`src/hdl/udr_pkg.sv`:
```
/*
 * Package for the dual-role USB source-select register bank.
 * Holds register offsets, field positions, reset values and the
 * structs that carry the status and link configuration groups.
 * Assumes a 32-bit AHB-Lite bus with word-aligned registers.
 */
package udr_pkg;

  // ----------------------------------------------------------------
  // Register offsets (byte addresses within the block)
  // ----------------------------------------------------------------
  localparam int          OFS_W          = 12;
  localparam logic [11:0] OFS_SYS_CONFIG = 12'h000;
  localparam logic [11:0] OFS_CTRL_STAT  = 12'h004;
  localparam logic [11:0] OFS_AUX_STAT   = 12'h008;

  // ----------------------------------------------------------------
  // Field positions
  // ----------------------------------------------------------------
  localparam int STAT_SRC_BIT = 10;
  localparam int PMUX_SRC_BIT = 9;
  localparam int HOST_EN_BIT  = 8;
  localparam int SPEED_BIT    = 7;
  localparam int ATTACH_BIT   = 6;
  localparam int MODE_LSB     = 0;
  localparam int MODE_W       = 6;
  localparam int A_SVLD_BIT   = 20;
  localparam int B_SEND_BIT   = 19;
  localparam int B_SVLD_BIT   = 18;
  localparam int A_VVLD_BIT   = 17;
  localparam int ID_BIT       = 16;
  localparam int A_SEND_BIT   = 0;

  // ----------------------------------------------------------------
  // Reset values
  // ----------------------------------------------------------------
  localparam logic             RST_STAT_SRC = 1'b0;
  localparam logic             RST_PMUX_SRC = 1'b0;
  localparam logic             RST_HOST_EN  = 1'b1;
  localparam logic             RST_SPEED    = 1'b0;
  localparam logic             RST_ATTACH   = 1'b0;
  localparam logic [MODE_W-1:0] RST_MODE    = 6'h00;
  localparam logic             RST_STATUS   = 1'b0;

  // ----------------------------------------------------------------
  // Bus encodings
  // ----------------------------------------------------------------
  localparam logic [2:0] HSIZE_WORD = 3'b010;
  localparam logic       HRESP_OKAY = 1'b0;

  // ----------------------------------------------------------------
  // Carriers
  // ----------------------------------------------------------------
  typedef struct packed {
    logic [MODE_W-1:0] usb_pin_mux_select;
    logic              link_model_speed;
    logic              link_model_attach;
    logic              host_controller_enable;
  } udr_link_cfg_s;

  typedef struct packed {
    logic id_pin_state;
    logic a_vbus_valid;
    logic a_session_valid;
    logic a_session_end;
    logic b_session_end;
    logic b_session_valid;
  } udr_xcvr_stat_s;

endpackage

```
`src/hdl/udr_source_select.sv`:
```
/*
 * Dual-role USB configuration and status-source selection bank.
 * Holds the system configuration, control/status and auxiliary
 * status registers behind an AHB-Lite slave with one wait state.
 * Assumes all inputs are synchronous to hclk, hsel is decoded
 * upstream, and the pin-mux and chip configuration inputs are stable.
 */
// How it works
// - Status source 0: transceiver status bits are plain software read/write bits.
// - Status source 1: ID, VBUS valid and both session-end bits read as zero.
// - Status source 1: B-valid follows VBUS pin if muxed; device VBUS equals B-valid.
// - Status source 1: software writes to the five status bits are dropped.
// - Pin-mux source picks local register fields at 0, chip module at 1.
// - Effective host enable 0 stops host clock and holds host in reset.
// - Host clock runs only with 48 MHz clock active and reset released.
// - Local host enable resets to one on soft and hardware reset.
// - Reading host enable returns the effective value from either source.
// - Pin-mux source 1: writes to local mux, speed, attach, enable ignored.
// - Link speed bit: 0 low speed, 1 full speed; resets to zero.
// - Link attach bit: 0 detached, 1 attached; resets to zero.
// - Six-bit mux mode in low bits selects pin mux; resets to zero.
`timescale 1ns/100ps

module udr_source_select (
  input  wire logic                   hclk,
  input  wire logic                   hresetn,
  input  wire logic                   clk_en,
  input  wire logic                   soft_reset,
  input  wire logic                   hsel,
  input  wire logic [31:0]            haddr,
  input  wire logic [1:0]             htrans,
  input  wire logic                   hwrite,
  input  wire logic [2:0]             hsize,
  input  wire logic [31:0]            hwdata,
  input  wire logic                   hready,
  output logic                        hreadyout,
  output logic                        hresp,
  output logic [31:0]                 hrdata,
  input  wire logic                   vbus_sense_pin,
  input  wire logic                   vbus_pin_muxed,
  input  udr_pkg::udr_link_cfg_s      chip_module_config,
  input  wire logic                   usb_clk48_active,
  input  wire logic                   periph_reset,
  output udr_pkg::udr_xcvr_stat_s     xcvr_status,
  output logic                        device_vbus,
  output udr_pkg::udr_link_cfg_s      link_cfg,
  output logic                        host_clk_enable,
  output logic                        host_reset_hold
);

  // ----------------------------------------------------------------
  // Address decode helper
  // ----------------------------------------------------------------

  // True when a captured offset selects the given register.
  function automatic logic hit(input logic [udr_pkg::OFS_W-1:0] ofs,
                               input logic [udr_pkg::OFS_W-1:0] reg_ofs);
    hit = (ofs == reg_ofs);
  endfunction

  // True for a full-word write, in its wait cycle, to the given register.
  // Writing in the wait cycle lets the register settle before the master
  // sees hready again, so a read right behind it returns the new value.
  function automatic logic wr_hit(input logic                      valid,
                                  input logic                      write,
                                  input logic                      waiting,
                                  input logic [udr_pkg::OFS_W-1:0] ofs,
                                  input logic [udr_pkg::OFS_W-1:0] reg_ofs);
    wr_hit = valid & write & waiting & hit(ofs, reg_ofs);
  endfunction

  // ----------------------------------------------------------------
  // Storage and bus pipeline
  // ----------------------------------------------------------------
  logic                          stat_src_reg;
  logic                          pmux_src_reg;
  udr_pkg::udr_link_cfg_s        local_cfg_reg;
  udr_pkg::udr_xcvr_stat_s       sw_stat_reg;
  logic                          dp_valid_reg;
  logic                          dp_write_reg;
  logic [udr_pkg::OFS_W-1:0]     dp_ofs_reg;
  logic                          hreadyout_reg;
  logic [31:0]                   hrdata_reg;
  udr_pkg::udr_xcvr_stat_s       stat_out_reg;
  logic                          dev_vbus_reg;
  udr_pkg::udr_link_cfg_s        cfg_out_reg;
  logic                          host_clk_reg;
  logic                          host_rst_reg;

  udr_pkg::udr_link_cfg_s        eff_cfg;
  udr_pkg::udr_xcvr_stat_s       eff_stat;
  logic                          take;
  logic                          wr_cfg;
  logic                          wr_ctrl;
  logic                          wr_aux;
  logic                          stat_wr_ok;
  logic [31:0]                   rd_next;

  // ----------------------------------------------------------------
  // Source selection
  // ----------------------------------------------------------------

  // Effective link configuration, chosen by the pin-mux source bit.
  assign eff_cfg = pmux_src_reg ? chip_module_config : local_cfg_reg;

  // Effective transceiver status. In forced mode the stored software
  // values are kept but hidden, so switching back restores them.
  always_comb begin
    eff_stat = sw_stat_reg;
    if (stat_src_reg) begin
      eff_stat.id_pin_state    = 1'b0;
      eff_stat.a_vbus_valid    = 1'b0;
      eff_stat.b_session_end   = 1'b0;
      eff_stat.a_session_end   = 1'b0;
      eff_stat.b_session_valid = vbus_pin_muxed & vbus_sense_pin;
    end
  end

  // ----------------------------------------------------------------
  // AHB-Lite slave
  // ----------------------------------------------------------------

  // Address phase is taken only while the bus is ready.
  // The clock enable gates the capture flops, so it is not repeated here.
  assign take = hsel & htrans[1] & hready;

  // Write strobes in the wait cycle of the data phase, full words only.
  assign wr_cfg  = wr_hit(dp_valid_reg, dp_write_reg, ~hreadyout_reg, dp_ofs_reg, udr_pkg::OFS_SYS_CONFIG);
  assign wr_ctrl = wr_hit(dp_valid_reg, dp_write_reg, ~hreadyout_reg, dp_ofs_reg, udr_pkg::OFS_CTRL_STAT);
  assign wr_aux  = wr_hit(dp_valid_reg, dp_write_reg, ~hreadyout_reg, dp_ofs_reg, udr_pkg::OFS_AUX_STAT);
  assign stat_wr_ok = ~stat_src_reg;

  // Capture of the address phase; one wait state lets hrdata be a flop.
  // A write narrower than a word is dropped here, so it never lands.
  always_ff @(posedge hclk or negedge hresetn) begin
    if (!hresetn) begin
      dp_valid_reg  <= 1'b0;
      dp_write_reg  <= 1'b0;
      dp_ofs_reg    <= 12'h000;
      hreadyout_reg <= 1'b1;
    end else if (clk_en) begin
      if (take) begin
        dp_valid_reg  <= (hsize == udr_pkg::HSIZE_WORD) | ~hwrite;
        dp_write_reg  <= hwrite;
        dp_ofs_reg    <= haddr[udr_pkg::OFS_W-1:0];
        hreadyout_reg <= 1'b0;
      end else if (!hreadyout_reg) begin
        dp_valid_reg  <= 1'b0;
        hreadyout_reg <= 1'b1;
      end
    end
  end

  // Read mux; reserved and unmapped locations read as zero.
  // Link fields read back the stored local values; host enable reads the one in force.
  always_comb begin
    rd_next = 32'h0000_0000;
    if (hit(dp_ofs_reg, udr_pkg::OFS_SYS_CONFIG)) begin
      rd_next[udr_pkg::STAT_SRC_BIT] = stat_src_reg;
      rd_next[udr_pkg::PMUX_SRC_BIT] = pmux_src_reg;
      rd_next[udr_pkg::HOST_EN_BIT]  = eff_cfg.host_controller_enable;
      rd_next[udr_pkg::SPEED_BIT]    = local_cfg_reg.link_model_speed;
      rd_next[udr_pkg::ATTACH_BIT]   = local_cfg_reg.link_model_attach;
      rd_next[udr_pkg::MODE_LSB +: udr_pkg::MODE_W] = local_cfg_reg.usb_pin_mux_select;
    end else if (hit(dp_ofs_reg, udr_pkg::OFS_CTRL_STAT)) begin
      rd_next[udr_pkg::A_SVLD_BIT] = eff_stat.a_session_valid;
      rd_next[udr_pkg::B_SEND_BIT] = eff_stat.b_session_end;
      rd_next[udr_pkg::B_SVLD_BIT] = eff_stat.b_session_valid;
      rd_next[udr_pkg::A_VVLD_BIT] = eff_stat.a_vbus_valid;
      rd_next[udr_pkg::ID_BIT]     = eff_stat.id_pin_state;
    end else if (hit(dp_ofs_reg, udr_pkg::OFS_AUX_STAT)) begin
      rd_next[udr_pkg::A_SEND_BIT] = eff_stat.a_session_end;
    end
  end

  // Read data is registered at the end of the wait cycle.
  always_ff @(posedge hclk or negedge hresetn) begin
    if (!hresetn) begin
      hrdata_reg <= 32'h0000_0000;
    end else if (clk_en) begin
      if (dp_valid_reg && !dp_write_reg && !hreadyout_reg) begin
        hrdata_reg <= rd_next;
      end
    end
  end

  // ----------------------------------------------------------------
  // System configuration register
  // ----------------------------------------------------------------

  // Source selectors are always writable; local link fields only while
  // locally sourced, so a chip-module session cannot disturb them.
  always_ff @(posedge hclk or negedge hresetn) begin
    if (!hresetn) begin
      stat_src_reg <= udr_pkg::RST_STAT_SRC;
      pmux_src_reg <= udr_pkg::RST_PMUX_SRC;
      local_cfg_reg.host_controller_enable <= udr_pkg::RST_HOST_EN;
      local_cfg_reg.link_model_speed       <= udr_pkg::RST_SPEED;
      local_cfg_reg.link_model_attach      <= udr_pkg::RST_ATTACH;
      local_cfg_reg.usb_pin_mux_select     <= udr_pkg::RST_MODE;
    end else if (clk_en) begin
      if (soft_reset) begin
        stat_src_reg <= udr_pkg::RST_STAT_SRC;
        pmux_src_reg <= udr_pkg::RST_PMUX_SRC;
        local_cfg_reg.host_controller_enable <= udr_pkg::RST_HOST_EN;
        local_cfg_reg.link_model_speed       <= udr_pkg::RST_SPEED;
        local_cfg_reg.link_model_attach      <= udr_pkg::RST_ATTACH;
        local_cfg_reg.usb_pin_mux_select     <= udr_pkg::RST_MODE;
      end else if (wr_cfg) begin
        stat_src_reg <= hwdata[udr_pkg::STAT_SRC_BIT];
        pmux_src_reg <= hwdata[udr_pkg::PMUX_SRC_BIT];
        if (!pmux_src_reg) begin
          local_cfg_reg.host_controller_enable <= hwdata[udr_pkg::HOST_EN_BIT];
          local_cfg_reg.link_model_speed       <= hwdata[udr_pkg::SPEED_BIT];
          local_cfg_reg.link_model_attach      <= hwdata[udr_pkg::ATTACH_BIT];
          local_cfg_reg.usb_pin_mux_select     <= hwdata[udr_pkg::MODE_LSB +: udr_pkg::MODE_W];
        end
      end
    end
  end

  // ----------------------------------------------------------------
  // Transceiver status registers
  // ----------------------------------------------------------------

  // A-session valid is outside the forced set and stays writable.
  // A-session end sits alone in the auxiliary register at its own offset.
  always_ff @(posedge hclk or negedge hresetn) begin
    if (!hresetn) begin
      sw_stat_reg <= '{default: udr_pkg::RST_STATUS};
    end else if (clk_en) begin
      if (soft_reset) begin
        sw_stat_reg <= '{default: udr_pkg::RST_STATUS};
      end else begin
        if (wr_ctrl) begin
          sw_stat_reg.a_session_valid <= hwdata[udr_pkg::A_SVLD_BIT];
        end
        if (wr_ctrl && stat_wr_ok) begin
          sw_stat_reg.b_session_end   <= hwdata[udr_pkg::B_SEND_BIT];
          sw_stat_reg.b_session_valid <= hwdata[udr_pkg::B_SVLD_BIT];
          sw_stat_reg.a_vbus_valid    <= hwdata[udr_pkg::A_VVLD_BIT];
          sw_stat_reg.id_pin_state    <= hwdata[udr_pkg::ID_BIT];
        end
        if (wr_aux && stat_wr_ok) begin
          sw_stat_reg.a_session_end <= hwdata[udr_pkg::A_SEND_BIT];
        end
      end
    end
  end

  // ----------------------------------------------------------------
  // Registered outputs to the USB controllers and clock control
  // ----------------------------------------------------------------

  // Status outputs lag the effective status by one cycle.
  always_ff @(posedge hclk or negedge hresetn) begin
    if (!hresetn) begin
      stat_out_reg <= '{default: udr_pkg::RST_STATUS};
      dev_vbus_reg <= 1'b0;
    end else if (clk_en) begin
      stat_out_reg <= eff_stat;
      dev_vbus_reg <= eff_stat.b_session_valid;
    end
  end

  // Link configuration for the pin mux and the transceiverless link model.
  always_ff @(posedge hclk or negedge hresetn) begin
    if (!hresetn) begin
      cfg_out_reg <= '0;
    end else if (clk_en) begin
      cfg_out_reg <= eff_cfg;
    end
  end

  // Host clock gate and reset hold. The gate is off during reset so the
  // host never sees a partial clock pulse. The hold follows the enable
  // alone: losing the 48 MHz clock stops the host but does not reset it.
  always_ff @(posedge hclk or negedge hresetn) begin
    if (!hresetn) begin
      host_clk_reg <= 1'b0;
      host_rst_reg <= 1'b1;
    end else if (clk_en) begin
      host_clk_reg <= eff_cfg.host_controller_enable & usb_clk48_active & ~periph_reset;
      host_rst_reg <= ~eff_cfg.host_controller_enable;
    end
  end

  assign hreadyout       = hreadyout_reg;
  assign hresp           = udr_pkg::HRESP_OKAY;
  assign hrdata          = hrdata_reg;
  assign xcvr_status     = stat_out_reg;
  assign device_vbus     = dev_vbus_reg;
  assign link_cfg        = cfg_out_reg;
  assign host_clk_enable = host_clk_reg;
  assign host_reset_hold = host_rst_reg;

endmodule

```
`config.mk`:
```
export PLATFORM = sky130hd
export DESIGN_NAME = udr_source_select
export DESIGN_NICKNAME = d
export VERILOG_FILES = /design/src/hdl/udr_pkg.sv /design/src/hdl/udr_source_select.sv
export SDC_FILE = /design/constraint.sdc
export NUM_CORES = 1
export LEC_CHECK = 0
export BUFFER_PORTS_ARGS = -buffer_cell sky130_fd_sc_hd__buf_2
export CORE_ASPECT_RATIO = 2
export CORE_MARGIN = 4
export CORE_UTILIZATION = 40
export CTS_CLUSTER_DIAMETER = 150
export CTS_CLUSTER_SIZE = 10
export DETAILED_ROUTE_END_ITERATION = 6
export PLACE_DENSITY = 0.7
export SYNTH_ARGS = -nofsm -noshare
export SYNTH_HDL_FRONTEND = slang
export SYNTH_SLANG_ARGS = --single-unit
```
`constraint.sdc`:
```
create_clock -name hclk -period 4.7 [get_ports hclk]
set_input_delay 0.47 -clock hclk [delete_from_list [all_inputs] [get_ports hclk]]
set_output_delay 0.47 -clock hclk [all_outputs]
set_load 0.05 [all_outputs]
```
# Word-level counts from Yosys, hierarchy flattened
# Index checks and enable logic that the tools add are counted.
totals:
  ff_bits: 65
  latch_bits: 0
  memories: 0
  romBits: 0
  mem_bits_rw: 0
  inputBits: 89
  word_cells: 93
  out_inout_bits: 52
classes:
  n_mul: 0
  muxes: 24
  n_lt_le_gt_ge: 0
  n_addsub: 0
  eq_ne: 5
  bitwise_logic: 16
  shift: 0
  reduce_logical: 19
  div_mod_pow: 0
ops:
  columns: ["cell", "count"]
  rows:
  - ["2-to-1 mux 9 bit", 4]
  - ["AND reduction 2 bit", 7]
  - ["== test 12 x 3 -> 1 bit (second input constant)", 1]
  - ["== test 12 x 4 -> 1 bit (second input constant)", 1]
  - ["logical NOT 12 bit", 1]
  - ["2-to-1 mux 1 bit", 12]
  - ["bitwise AND 1 bit", 10]
  - ["2-to-1 mux 10 bit", 1]
  - ["2-to-1 mux 5 bit", 2]
  - ["nonzero test 2 bit", 4]
  - ["2-to-1 mux 2 bit", 3]
  - ["2-to-1 mux 6 bit", 1]
  - ["NOT 1 bit", 5]
  - ["logical AND 1 bit", 4]
  - ["== test 3 x 2 -> 1 bit (second input constant)", 1]
  - ["2-to-1 mux 3 bit", 1]
  - ["AND reduction 3 bit", 1]
  - ["logical NOT 1 bit", 2]
  - ["!= test 2 x 1 -> 1 bit (second input constant)", 1]
  - ["!= test 2 bit (second input constant)", 1]
  - ["OR 1 bit", 1]

# Depth between registers and ports, before layout
# Gate-level depths: netlist of the first run.
logic_depth:
  depth_word: 6
  mapped_depth: 6
  depth_no_buf: 4

# Worst setup path before layout of the first run
# Ideal clock, no wire load.
synth_timing:
  kind: "register -> register"
  from: "reg hreadyout_reg (netlist: hreadyout)"
  to: "reg local_cfg_reg[1] (netlist name)"
  t_required_ns: 4.579
  path_buffers: 1
  slack_ns: 2.948
  path_stages_with_launch: 6
  arrival_time_ns: 1.631
  setup_time_ns: 0.121
  period_less_slack_ns: 1.752
  path_cell_list: "dfstp_2 and4b_1 and3_2 and3_1 buf_4 a22o_1"
synth_between:
  elab_chain_cells: 5
synth_lines:
  columns: ["element", "line", "rtl"]
  rows:
  - ["start: declaration", "udr_source_select.sv:82", "logic hreadyout_reg;"]
  - ["start signal: assignment", "udr_source_select.sv:140", "hreadyout_reg <= 1'b1;"]
  - ["start signal: assignment", "udr_source_select.sv:146", "hreadyout_reg <= 1'b0;"]
  - ["start signal: assignment", "udr_source_select.sv:149", "hreadyout_reg <= 1'b1;"]
  - ["NOT 1 bit", "udr_source_select.sv:128", "assign wr_cfg = wr_hit(dp_valid_reg, dp_write_reg, ~hreadyout_reg, dp_ofs_reg, udr_pkg::OFS_SYS_CONFIG);"]
  - ["bitwise AND 1 bit (2 in a row)", "udr_source_select.sv:69", "wr_hit = valid & write & waiting & hit(ofs, reg_ofs);"]
  - ["nonzero test 2 bit (no source line)", null, null]
  - ["AND reduction 3 bit (no source line)", null, null]
  - ["end: declaration", "udr_source_select.sv:77", "udr_pkg::udr_link_cfg_s local_cfg_reg;"]
# No other way between the ends.
# A chain may end at the register's enable or synchronous reset.

# Worst setup path after layout of the first run
layout_timing:
  from: "in clk_en"
  to: "reg hrdata_reg[0] (netlist: hrdata[0])"
layout_between:
  elab_chain_cells: 1
layout_lines:
  columns: ["element", "line", "rtl"]
  rows:
  - ["start: declaration", "udr_source_select.sv:27", "input wire logic clk_en,"]
  - ["AND reduction 2 bit (no source line)", null, null]
  - ["end signal: assignment", "udr_source_select.sv:182", "hrdata_reg <= rd_next;"]
  - ["end: declaration", "udr_source_select.sv:83", "logic [31:0] hrdata_reg;"]
# No other way between the ends.

==> results.md, run 1 <==
* Status: complete, no violations
* Root Driver: clkbuf_16
* Final wirelength at 6.89 mm
* Async S/R FF share, synth at 100%
* Row Count at 44
* Grt ovf at 0
* Synth cell types at 44
* IO Pins at approximately 140
* Post_cts resized at 0
* DRT iter0 DRCs at between 100 and 150
* Initial antenna violation count at 0
* Pin slew with the least headroom to its limit at about 0.97 ns
* Period utilization at a little over half
* Final slew viol count at 0
* DP Area at around 3400 sq um
* CP Capture Type: register
* CTS tree: yes
* GRT busiest layer: met2
* Met1 Use GR at 15.9%
* Hold WS at 0.323 ns
* Pre-CTS setup slack at about 1.9 ns
* Leakage at about 1.8 nW
* Largest net degree at the start of global routing at 66
* Fin cells at 448
* CP cell instances: buf_2 > buf_4 > nand2b_1 > or3b_1 > a31oi_2 > mux2i_1
* Crit-path max cell delay at about 0.70 ns
* Worst Path Required at approximately 4.9 ns
* Min setup slack post-route at about 2.2 ns
* Port-buffer cells at 86
* Number of flip-flops in the largest register at 16
* Share of cells above drive strength 1 at a little under two fifths
* Commonest cells post-synth: dfrtp_1 (62), nand2_1 (39), buf_4 (20)
* First-pass GRT wire length at approximately 11 mm
* Sequential-to-total area share from yosys stat at between 50% and 60%
* Core box area at slightly above 7000 sq um
* CTS Buf Count at 9
* Antenna-violating nets left at 0
* Clock Latency Late Sink at ~0.32 ns
* Reg clk slew, reported paths at roughly 0.05 ns
* Diodes inserted at 0
* Die area at between 8000 and 9000 sq um
* Setup Fix Bufs, Post-CTS at 0
* Post-synth top area share at 52.0%
* Setup violators final at 0
* Type of the worst setup path: in -> reg
* Overall routing resource usage at between 15 and 20%
* Synth Cell Area at 2980 sq um
* Cell count after placement at approximately 430
* CTS Sinks at 65
* Final design utilization at 51.2%
* H-tree Lvls at 3
* Slew margin rel. at between 30% and 40%
* Drc violations at 0
* Nets at 440
* Total of max-cap violations at 0
* Final clock skew at roughly 0.0070 ns
* Worst setup SP type: primary input
* Via count at approximately 2.2k
* Yosys top cell by area: dfrtp_1
* Die H at 130 um
* Main flop type after synthesis: dfrtp_1
* Hold Violations, Final at 0
* Mean Syn Cell Area at roughly 11 sq um
* Area contributors post-synth: dfrtp_1 (52%), mux2_2 (5.3%), buf_4 (5.0%), mux2i_1 (5.0%), nand2_1 (4.9%)
* Count leader, synth: dfrtp_1
* Crit-path slowest cell: or3b_1
* CP max FO at 39
* Fillers at 717
* Pwr per Cell Area at 426 nW/um^2
* Mapped Cells at about 270
* Area Overhead vs Synth at 24.8%
* RSZ-0062 raised after global routing: no
* Count of state elements after synthesis at 65
* DP HPWL at 5.16 mm
* CP arrival at roughly 2.7 ns
* Vias/cell at 5.01
* Post-CTS Hold Buffers at 0
* Die width at around 70 um
* Met2 Resource Use GR at between 30% and 40%
* Tot Pwr at between 1.5 and 2 mW
* Seq. cell area at 1630 sq um
* Gp weighted congestion at 0.800
* Global routing met3 resource utilization at ~4.1%
* HP Class: in -> async
* Setup TNS at 0 ns
* Number of enable flip-flop cells after synthesis at 0
* Post-layout minimum cycle time at 2.49 ns
* Vias in the first global route at 2,262
* Clock Path Buffers at 2
* Fmax at between 400 and 500 MHz
* Initial DRT Pass Iterations at 4
* Initial Util at between 40% and 50%
* Ys Warns at 0
* Finished layout cell area at approximately 3700 sq um
* Routed len/inst at roughly 15 um
* Worst IR drop on VDD at 211 uV
* Multi-input gate area at 1200 sq um
[worst paths after layout]
kind                              start         endpoint  slack [ns]  cells past startpoint
setup / recovery                 clk_en        hrdata[0]        2.21                      6
hold / removal                  hresetn      link_cfg[5]        0.32                      2
setup reg to reg              hreadyout        hrdata[0]        2.43                      4
hold reg to reg              hrdata[20]       hrdata[20]        0.47                      2
max in group asynchronous       hresetn     stat_src_reg        3.84                      2
min in group hclk          periph_reset  host_clk_enable        0.35                      2
[per-layer routing]
layer	vias up	share of wire, %
li1	1072	-
met1	1085	36
met2	74	56
met3	14	5.3
met4	0	2.8
met5	-	0
[worst max-delay path, delay by kind of cell]
| kind | cells | cell delay, ns |
|---|---|---|
| muxes | 1 | 0.25 |
| AOI/OAI and AO/OA | 1 | 0.68 |
| buffers and inverters | 2 | 0.44 |
| and+or+nand+nor | 2 | 0.87 |
[final cells by class]
class | instances | share of cell area (%)
tap | 92 | 3.09
inverter | 6 | 0.605
sequential | 65 | 43.8
multi-input combinational | 181 | 32.2
timing repair buffer | 88 | 12.0
clock buffer | 14 | 7.36
clock inverter | 2 | 0.941
[report_power, final]
part | leakage, nW | switching [mW] | total (mW) | internal, mW
Combinational | 0.852 | 0.167 | 0.248 | 0.0807
Sequential | 0.843 | 0.0484 | 0.663 | 0.615
Clock | 0.153 | 0.221 | 0.673 | 0.453
[cell usage in the layout, fill, tap and decap left out, drive strengths merged, types with 2 or more instances in the layout]
cell type / netlist / routed
inv: 6 / 6
nand2b: 6 / 6
nand3b: 2 / 2
a31o: 4 / 4
nor2b: 4 / 4
mux2i: 15 / 15
mux2: 14 / 14
clkbuf: 2 / 14
dfrtp: 62 / 62
nand4: 5 / 5
nor2: 13 / 13
o311ai: 2 / 2
and3: 3 / 3
o21a: 2 / 2
a2bb2o: 2 / 2
nor4: 3 / 3
conb: 1 / 17
a21oi: 19 / 19
buf: 28 / 88
nand2: 39 / 39
o21ai: 7 / 7
dfstp: 3 / 3
a22o: 8 / 8
[logic make-up after synthesis]
family | synth area share [%]
AOI/OAI and AO/OA | 12.5
and+or+nand+nor | 15.1
muxes | 10.3
DFF | 54.7
buffers and inverters | 7.30
other | 0.126
Power figures use the tool's default switching activity.
==> run 2, diff against run 1 <==
Settings changed: PLACE_DENSITY 0.7 to 0.73.
Clock period 4.7 ns to 2.15 ns, I/O delays scaled along.
==> results.md, run 2 (synthesis results as in run 1) <==
* Status: complete, no violations
* Drc violations at 0 (unchanged)
* Initial Util at 41.0% (unchanged)
* DRT iter0 DRCs at 125 (-8.8%)
* Antenna-violating nets left at 0 (unchanged)
* Post_cts resized at 0 (unchanged)
* Gp weighted congestion at 0.767 (-4.2%)
* Fmax at ~530 MHz
* Pre-CTS setup slack at 0.236 ns (-1.64 ns)
* Port-buffer cells at 86 (unchanged)
* RSZ-0062 raised after global routing: no
* Clock Latency Late Sink at 0.33 ns (about the same)
* Diodes inserted at 0 (unchanged)
* Worst setup path startpoint: hreadyout
* Slew margin rel. at 55.0% (+20 points)
* Routed len/inst at 15.3 um (-0.41%)
* Initial DRT Pass Iterations at 4 (unchanged)
* Final clock skew at 0.00601 ns (-0.000946 ns)
* Worst IR drop on VDD at 445 uV (+110%)
* Nets at 447 (+1.6%)
* CP bufs+invs at 0 (-2)
* Die area at 8980 sq um (unchanged)
* Clock Path Buffers at 2 (unchanged)
* CP arrival at 2.14 ns (-0.60 ns)
* CTS Sinks at 65 (unchanged)
* Worst setup SP type: register
* CP Capture Type: register
* Reg-to-reg startpoint: hreadyout
* Post-layout minimum cycle time at roughly 1.9 ns
* Largest net degree at the start of global routing at 41 (-38%)
* Hold Violations, Final at 0 (unchanged)
* Setup TNS at 0 ns (unchanged)
* CP endpoint: hrdata[0]
* Final slew viol count at 0 (unchanged)
* Crit-path slowest cell: a31oi_2
* Die H at 130 um (unchanged)
* First-pass GRT wire length at 11.5 mm (+4.1%)
* CP cell instances: nand2b_1 > or3b_1 > a31oi_2 > mux2i_1
* R2R Setup Slk at 0.26 ns (-2.17 ns)
* Most common library cell in the layout ignoring fill and taps: buf_2
* HP Class: in -> reg
* Tot Pwr at 3.57 mW (+130%)
* Die width at 69.1 um (unchanged)
* Number of flip-flops in the largest register at 16 (unchanged)
* Area Overhead vs Synth at 27.7%
* Final wirelength at 6.97 mm (+1.1%)
* Hold WS at 0.0914 ns (-0.231 ns)
* Root Driver: clkbuf_16
* Total of max-cap violations at 0 (unchanged)
* Cell family with most CP delay: simple AND/OR/NAND/NOR gates
* Setup violators final at 0 (unchanged)
* Grt ovf at 0 (unchanged)
* Share of cells above drive strength 1 at 38.3% (+1.2 points)
* Type of the worst setup path: reg -> reg
* DP HPWL at 5.26 mm (+1.9%)
* Core box area at 7270 sq um (unchanged)
* Initial antenna violation count at 0 (unchanged)
* CTS tree: yes
* Vias in the first global route at 2,367 (+4.6%)
* Reg-to-Reg End: hrdata[0]
* CTS Buf Count at 9 (unchanged)
* IO Pins at 141 (unchanged)
* Period utilization at 88.0%
* Min setup slack post-route at 0.257 ns (-1.95 ns)
* Worst R2R Path Depth at 4 (unchanged)
* Overall routing resource usage at 16.7% (+0.61 points)
* Stages on the worst setup path at 4 (-2)
* Vias/cell at 5.00 (-0.27%)
* CP max FO at 11 (-72%)
* Row Count at 44 (unchanged)
* Leakage at 1.90 nW (+2.6%)
* Reg clk slew, reported paths at 0.05 ns (about the same)
* Worst Path Required at 2.40 ns (-2.54 ns)
* Setup Fix Bufs, Post-CTS at 0 (unchanged)
* H-tree Lvls at 3 (unchanged)
* Pin slew with the least headroom to its limit at 0.672 ns (-0.293 ns)
* Most frequent cells in the layout: buf_2 (86), dfrtp_1 (62), nand2_1 (39), a21oi_1 (19), conb_1 (17)
* Via count at 2,274 (+1.3%)
* Crit-path max cell delay at 0.57 ns (-0.13 ns)
* Pwr per Cell Area at 937 nW/um^2 (+120%)
## run 2: changes by cell type in the layout (fill, tap and decap cells not counted), sizes merged
| cell | delta |
|---|---|
| buf | +6 |
| clkbuf | +1 |
| clkinv | -1 |
| dlygate4sd3 | +1 |
## run 2: through the flow
stage               utilization [%]  instance area [sq um]  cells
floorplan                         -                   3040    282
global placement               47.7                   3470    438
detailed placement             47.7                   3470    438
CTS                            52.4                   3810    455
global route                   52.4                   3810    455
finish                         52.4                   3810    455
## run 2: layout make-up
class                      instances  area [sq um]
timing repair buffer              95           513
tap                               92           115
multi-input combinational        181          1200
clock inverter                     1          30.0
fill                             685          3460
inverter                           6          22.5
sequential                        65          1630
clock buffer                      15           298
## run 2: how the worst min path moves through the flow
stage / startpoint / to / slack [ns] / depth (start not counted)
2_1_floorplan: hresetn / device_vbus / -0.08 / 0
3_3_place_gp: hresetn / link_cfg[0] / 0.24 / 1
3_5_place_dp: hresetn / link_cfg[0] / 0.25 / 1
4_1_cts: periph_reset / host_clk_enable / 0.08 / 2
5_1_grt: periph_reset / host_clk_enable / 0.10 / 2
6_report: hwdata[8] / local_cfg_reg[0] / 0.09 / 3
## run 2: what timing repair did
| item | CTS | global route |
|---|---|---|
| setup endpoints to repair | 0 | 0 |
| endpoints found under the hold margin | 24 | 0 |
| hold buffers | 1 | 0 |
## run 2: where the power goes
part | total (mW) | switching, mW | internal (mW)
clock network | 1.56 | 0.509 | 1.06
registers | 1.45 | 0.107 | 1.34
logic | 0.553 | 0.366 | 0.186
## run 2: worst min-delay path, cell delays in order
cell and delay [ns]:
buf_2 0.09, inv_1 0.04, a22oi_1 0.06
## run 2: per-layer routing
layer	part of all wire (%)	GRT usage (%)	wire length, um
met5	0	0	0
met4	2.3	8.63	161
met3	5.7	4.55	394
met2	56	30.5	3920
met1	36	17.3	2490
==> run 3, diff against run 2 <==
Settings changed: PLACE_DENSITY 0.73 to 0.69.
==> results.md, run 3 (synthesis results as in run 1) <==
* CP arrival at 2.14 ns (about the same)
* Total of max-cap violations at 0 (unchanged)
* Logic pwr share at 15.9% (+0.4 points)
* Vias in the first global route at 2,265 (-4.3%)
* Worst R2R Path Depth at 4 (unchanged)
* Die H at 130 um (unchanged)
* Gp weighted congestion at 0.830 (+8.2%)
* Clock share of power at 42.0% (-1.9 points)
* First-pass GRT wire length at 11.3 mm (-2.0%)
* Via count at 2,238 (-1.6%)
* End of the worst hold path: local_cfg_reg[0]
* Leakage at 1.88 nW (-0.97%)
* Pin slew with the least headroom to its limit at 0.670 ns (-0.00219 ns)
* Setup Fix Bufs, Post-CTS at 0 (unchanged)
* Area Overhead vs Synth at 26.2%
* Post-layout minimum cycle time at 1.89 ns (-0.00502 ns)
* HP Class: in -> reg
* Min-delay src: hwdata[8]
* Final clock skew at 0.00485 ns (-0.00116 ns)
* Die width at 69.1 um (unchanged)
* Nets at 447 (unchanged)
* Initial DRT Pass Iterations at 4 (unchanged)
* Most common library cell in the layout ignoring fill and taps: buf_2
* Setup violators final at 0 (unchanged)
* Root Driver: clkbuf_16
* Reg-to-Reg End: hrdata[0]
* Type of the worst setup path: reg -> reg
* Cell-internal power at 2.48 mW (-4.2%)
* Tot Pwr at 3.44 mW (-3.5%)
* Hold Violations, Final at 0 (unchanged)
* Post_cts resized at 0 (unchanged)
* Slew margin rel. at 55.2% (+0.15 points)
* Reg clk slew, reported paths at 0.05 ns (about the same)
* Fmax at 530 MHz (+0.27%)
* Fillers at 696 (+1.6%)
* Die area at 8980 sq um (unchanged)
* H-tree Lvls at 3 (unchanged)
* CTS Sinks at 65 (unchanged)
* Clock Latency Late Sink at 0.33 ns (about the same)
* Seq. cell area at 1630 sq um (unchanged)
* Reg-to-reg startpoint: hreadyout
* IO Pins at 141 (unchanged)
* Multi-input gate area at 1200 sq um (unchanged)
* Most frequent cells in the layout: buf_2 (86), dfrtp_1 (62), nand2_1 (39), a21oi_1 (19), conb_1 (17)
* Worst setup SP type: register
* Setup TNS at 0 ns (unchanged)
* Final wirelength at 6.92 mm (-0.76%)
* Switch share at 28.1% (+0.53 points)
* Pwr per Cell Area at 915 nW/um^2 (-2.4%)
* Hold Path Stages at 3 (unchanged)
* Seq pwr share at 42.1% (+1.4 points)
* Period utilization at 87.8% (-0.23 points)
* Drc violations at 0 (unchanged)
* CP Capture Type: register
* CP max FO at 11 (unchanged)
* Clock Path Buffers at 2 (unchanged)
* DRT iter0 DRCs at 120 (-4.0%)
* R2R Setup Slk at 0.26 ns (about the same)
* Grt ovf at 0 (unchanged)
* Diodes inserted at 0 (unchanged)
* Overall routing resource usage at 16.4% (-0.26 points)
* Worst setup path startpoint: hreadyout
* Largest net degree at the start of global routing at 38 (-7.3%)
* Initial antenna violation count at 0 (unchanged)
* Initial Util at 41.0% (unchanged)
* Total net switching power at 966 uW (-1.7%)
* Final slew viol count at 0 (unchanged)
* Routed len/inst at 15.2 um (-0.54%)
* Antenna-violating nets left at 0 (unchanged)
* Port-buffer cells at 86 (unchanged)
* Worst Path Required at 2.40 ns (about the same)
* Vias/cell at 4.93 (-1.4%)
* DP HPWL at 5.24 mm (-0.37%)
* Status: complete, no violations
* Share of cells above drive strength 1 at 38.1% (-0.17 points)
* Core box area at 7270 sq um (unchanged)
* Worst IR drop on VDD at 498 uV (+12%)
* Number of flip-flops in the largest register at 16 (unchanged)
* CTS Buf Count at 9 (unchanged)
* Row Count at 44 (unchanged)
* CTS tree: yes
* RSZ-0062 raised after global routing: no
run 3: changes by cell type in the layout (fill, tap and decap cells not counted):
| cell | before | now |
|---|---|---|
| clkbuf_8 | 5 | 2 |
| buf_4 | 7 | 8 |
| buf_12 | 1 | 0 |
| clkinv_2 | 0 | 2 |
run 3: stage by stage:
| step | hold WS, ns | cell area (sq um) | utilization (%) | std cells | setup slack (ns) |
|---|---|---|---|---|---|
| floorplan | -0.0806 | 3040 | - | 282 | 0.398 |
| global placement | 0.0680 | 3460 | 47.6 | 438 | 0.258 |
| detailed placement | 0.0716 | 3460 | 47.6 | 438 | 0.216 |
| CTS | 0.0761 | 3760 | 51.8 | 454 | 0.204 |
| global route | 0.0945 | 3760 | 51.8 | 454 | 0.145 |
| finish | 0.0899 | 3760 | 51.8 | 454 | 0.262 |
run 3: repair_timing:
| item | CTS | global route |
|---|---|---|
| hold buffers | 1 | 0 |
| setup endpoints to repair | 0 | 0 |
| hold endpoints to repair | 7 | 0 |
run 3: per-layer routing:
metal	vias to the layer above	global-route usage, %	routed length (um)
li1	1080	-	-
met1	1071	17.7	2590
met2	76	28.9	3710
met3	11	5.01	447
met4	0	8.52	170
met5	-	0	0
run 3: area by class of cell:
class	count	area share (%)
clock buffer	12	6.82
clock inverter	3	1.06
tap	92	3.06
timing repair buffer	95	13.3
multi-input combinational	181	31.8
inverter	6	0.598
sequential	65	43.3
run 3: worst max path at each step:
stage,slack [ns],to
2_1_floorplan,0.40,local_cfg_reg[1]
3_3_place_gp,0.26,hrdata[0]
3_5_place_dp,0.22,hrdata[0]
4_1_cts,0.20,hrdata[0]
5_1_grt,0.14,hrdata[0]
6_report,0.26,hrdata[0]
run 3: power groups by stage:
stage	Combinational [mW]	Sequential [mW]	Clock, mW
finish	0.547	1.45	1.45
global route	0.589	1.47	1.54
CTS	0.555	1.45	1.48
detailed placement	0.552	1.47	0
global placement	0.543	1.46	0
floorplan	0.274	1.59	0
run 3: worst max-delay path, stage by stage (launching register included):
cell and delay [ns]:
dfstp_2 0.38, nand2b_1 0.17, or3b_1 0.44, a31oi_2 0.57, mux2i_1 0.25
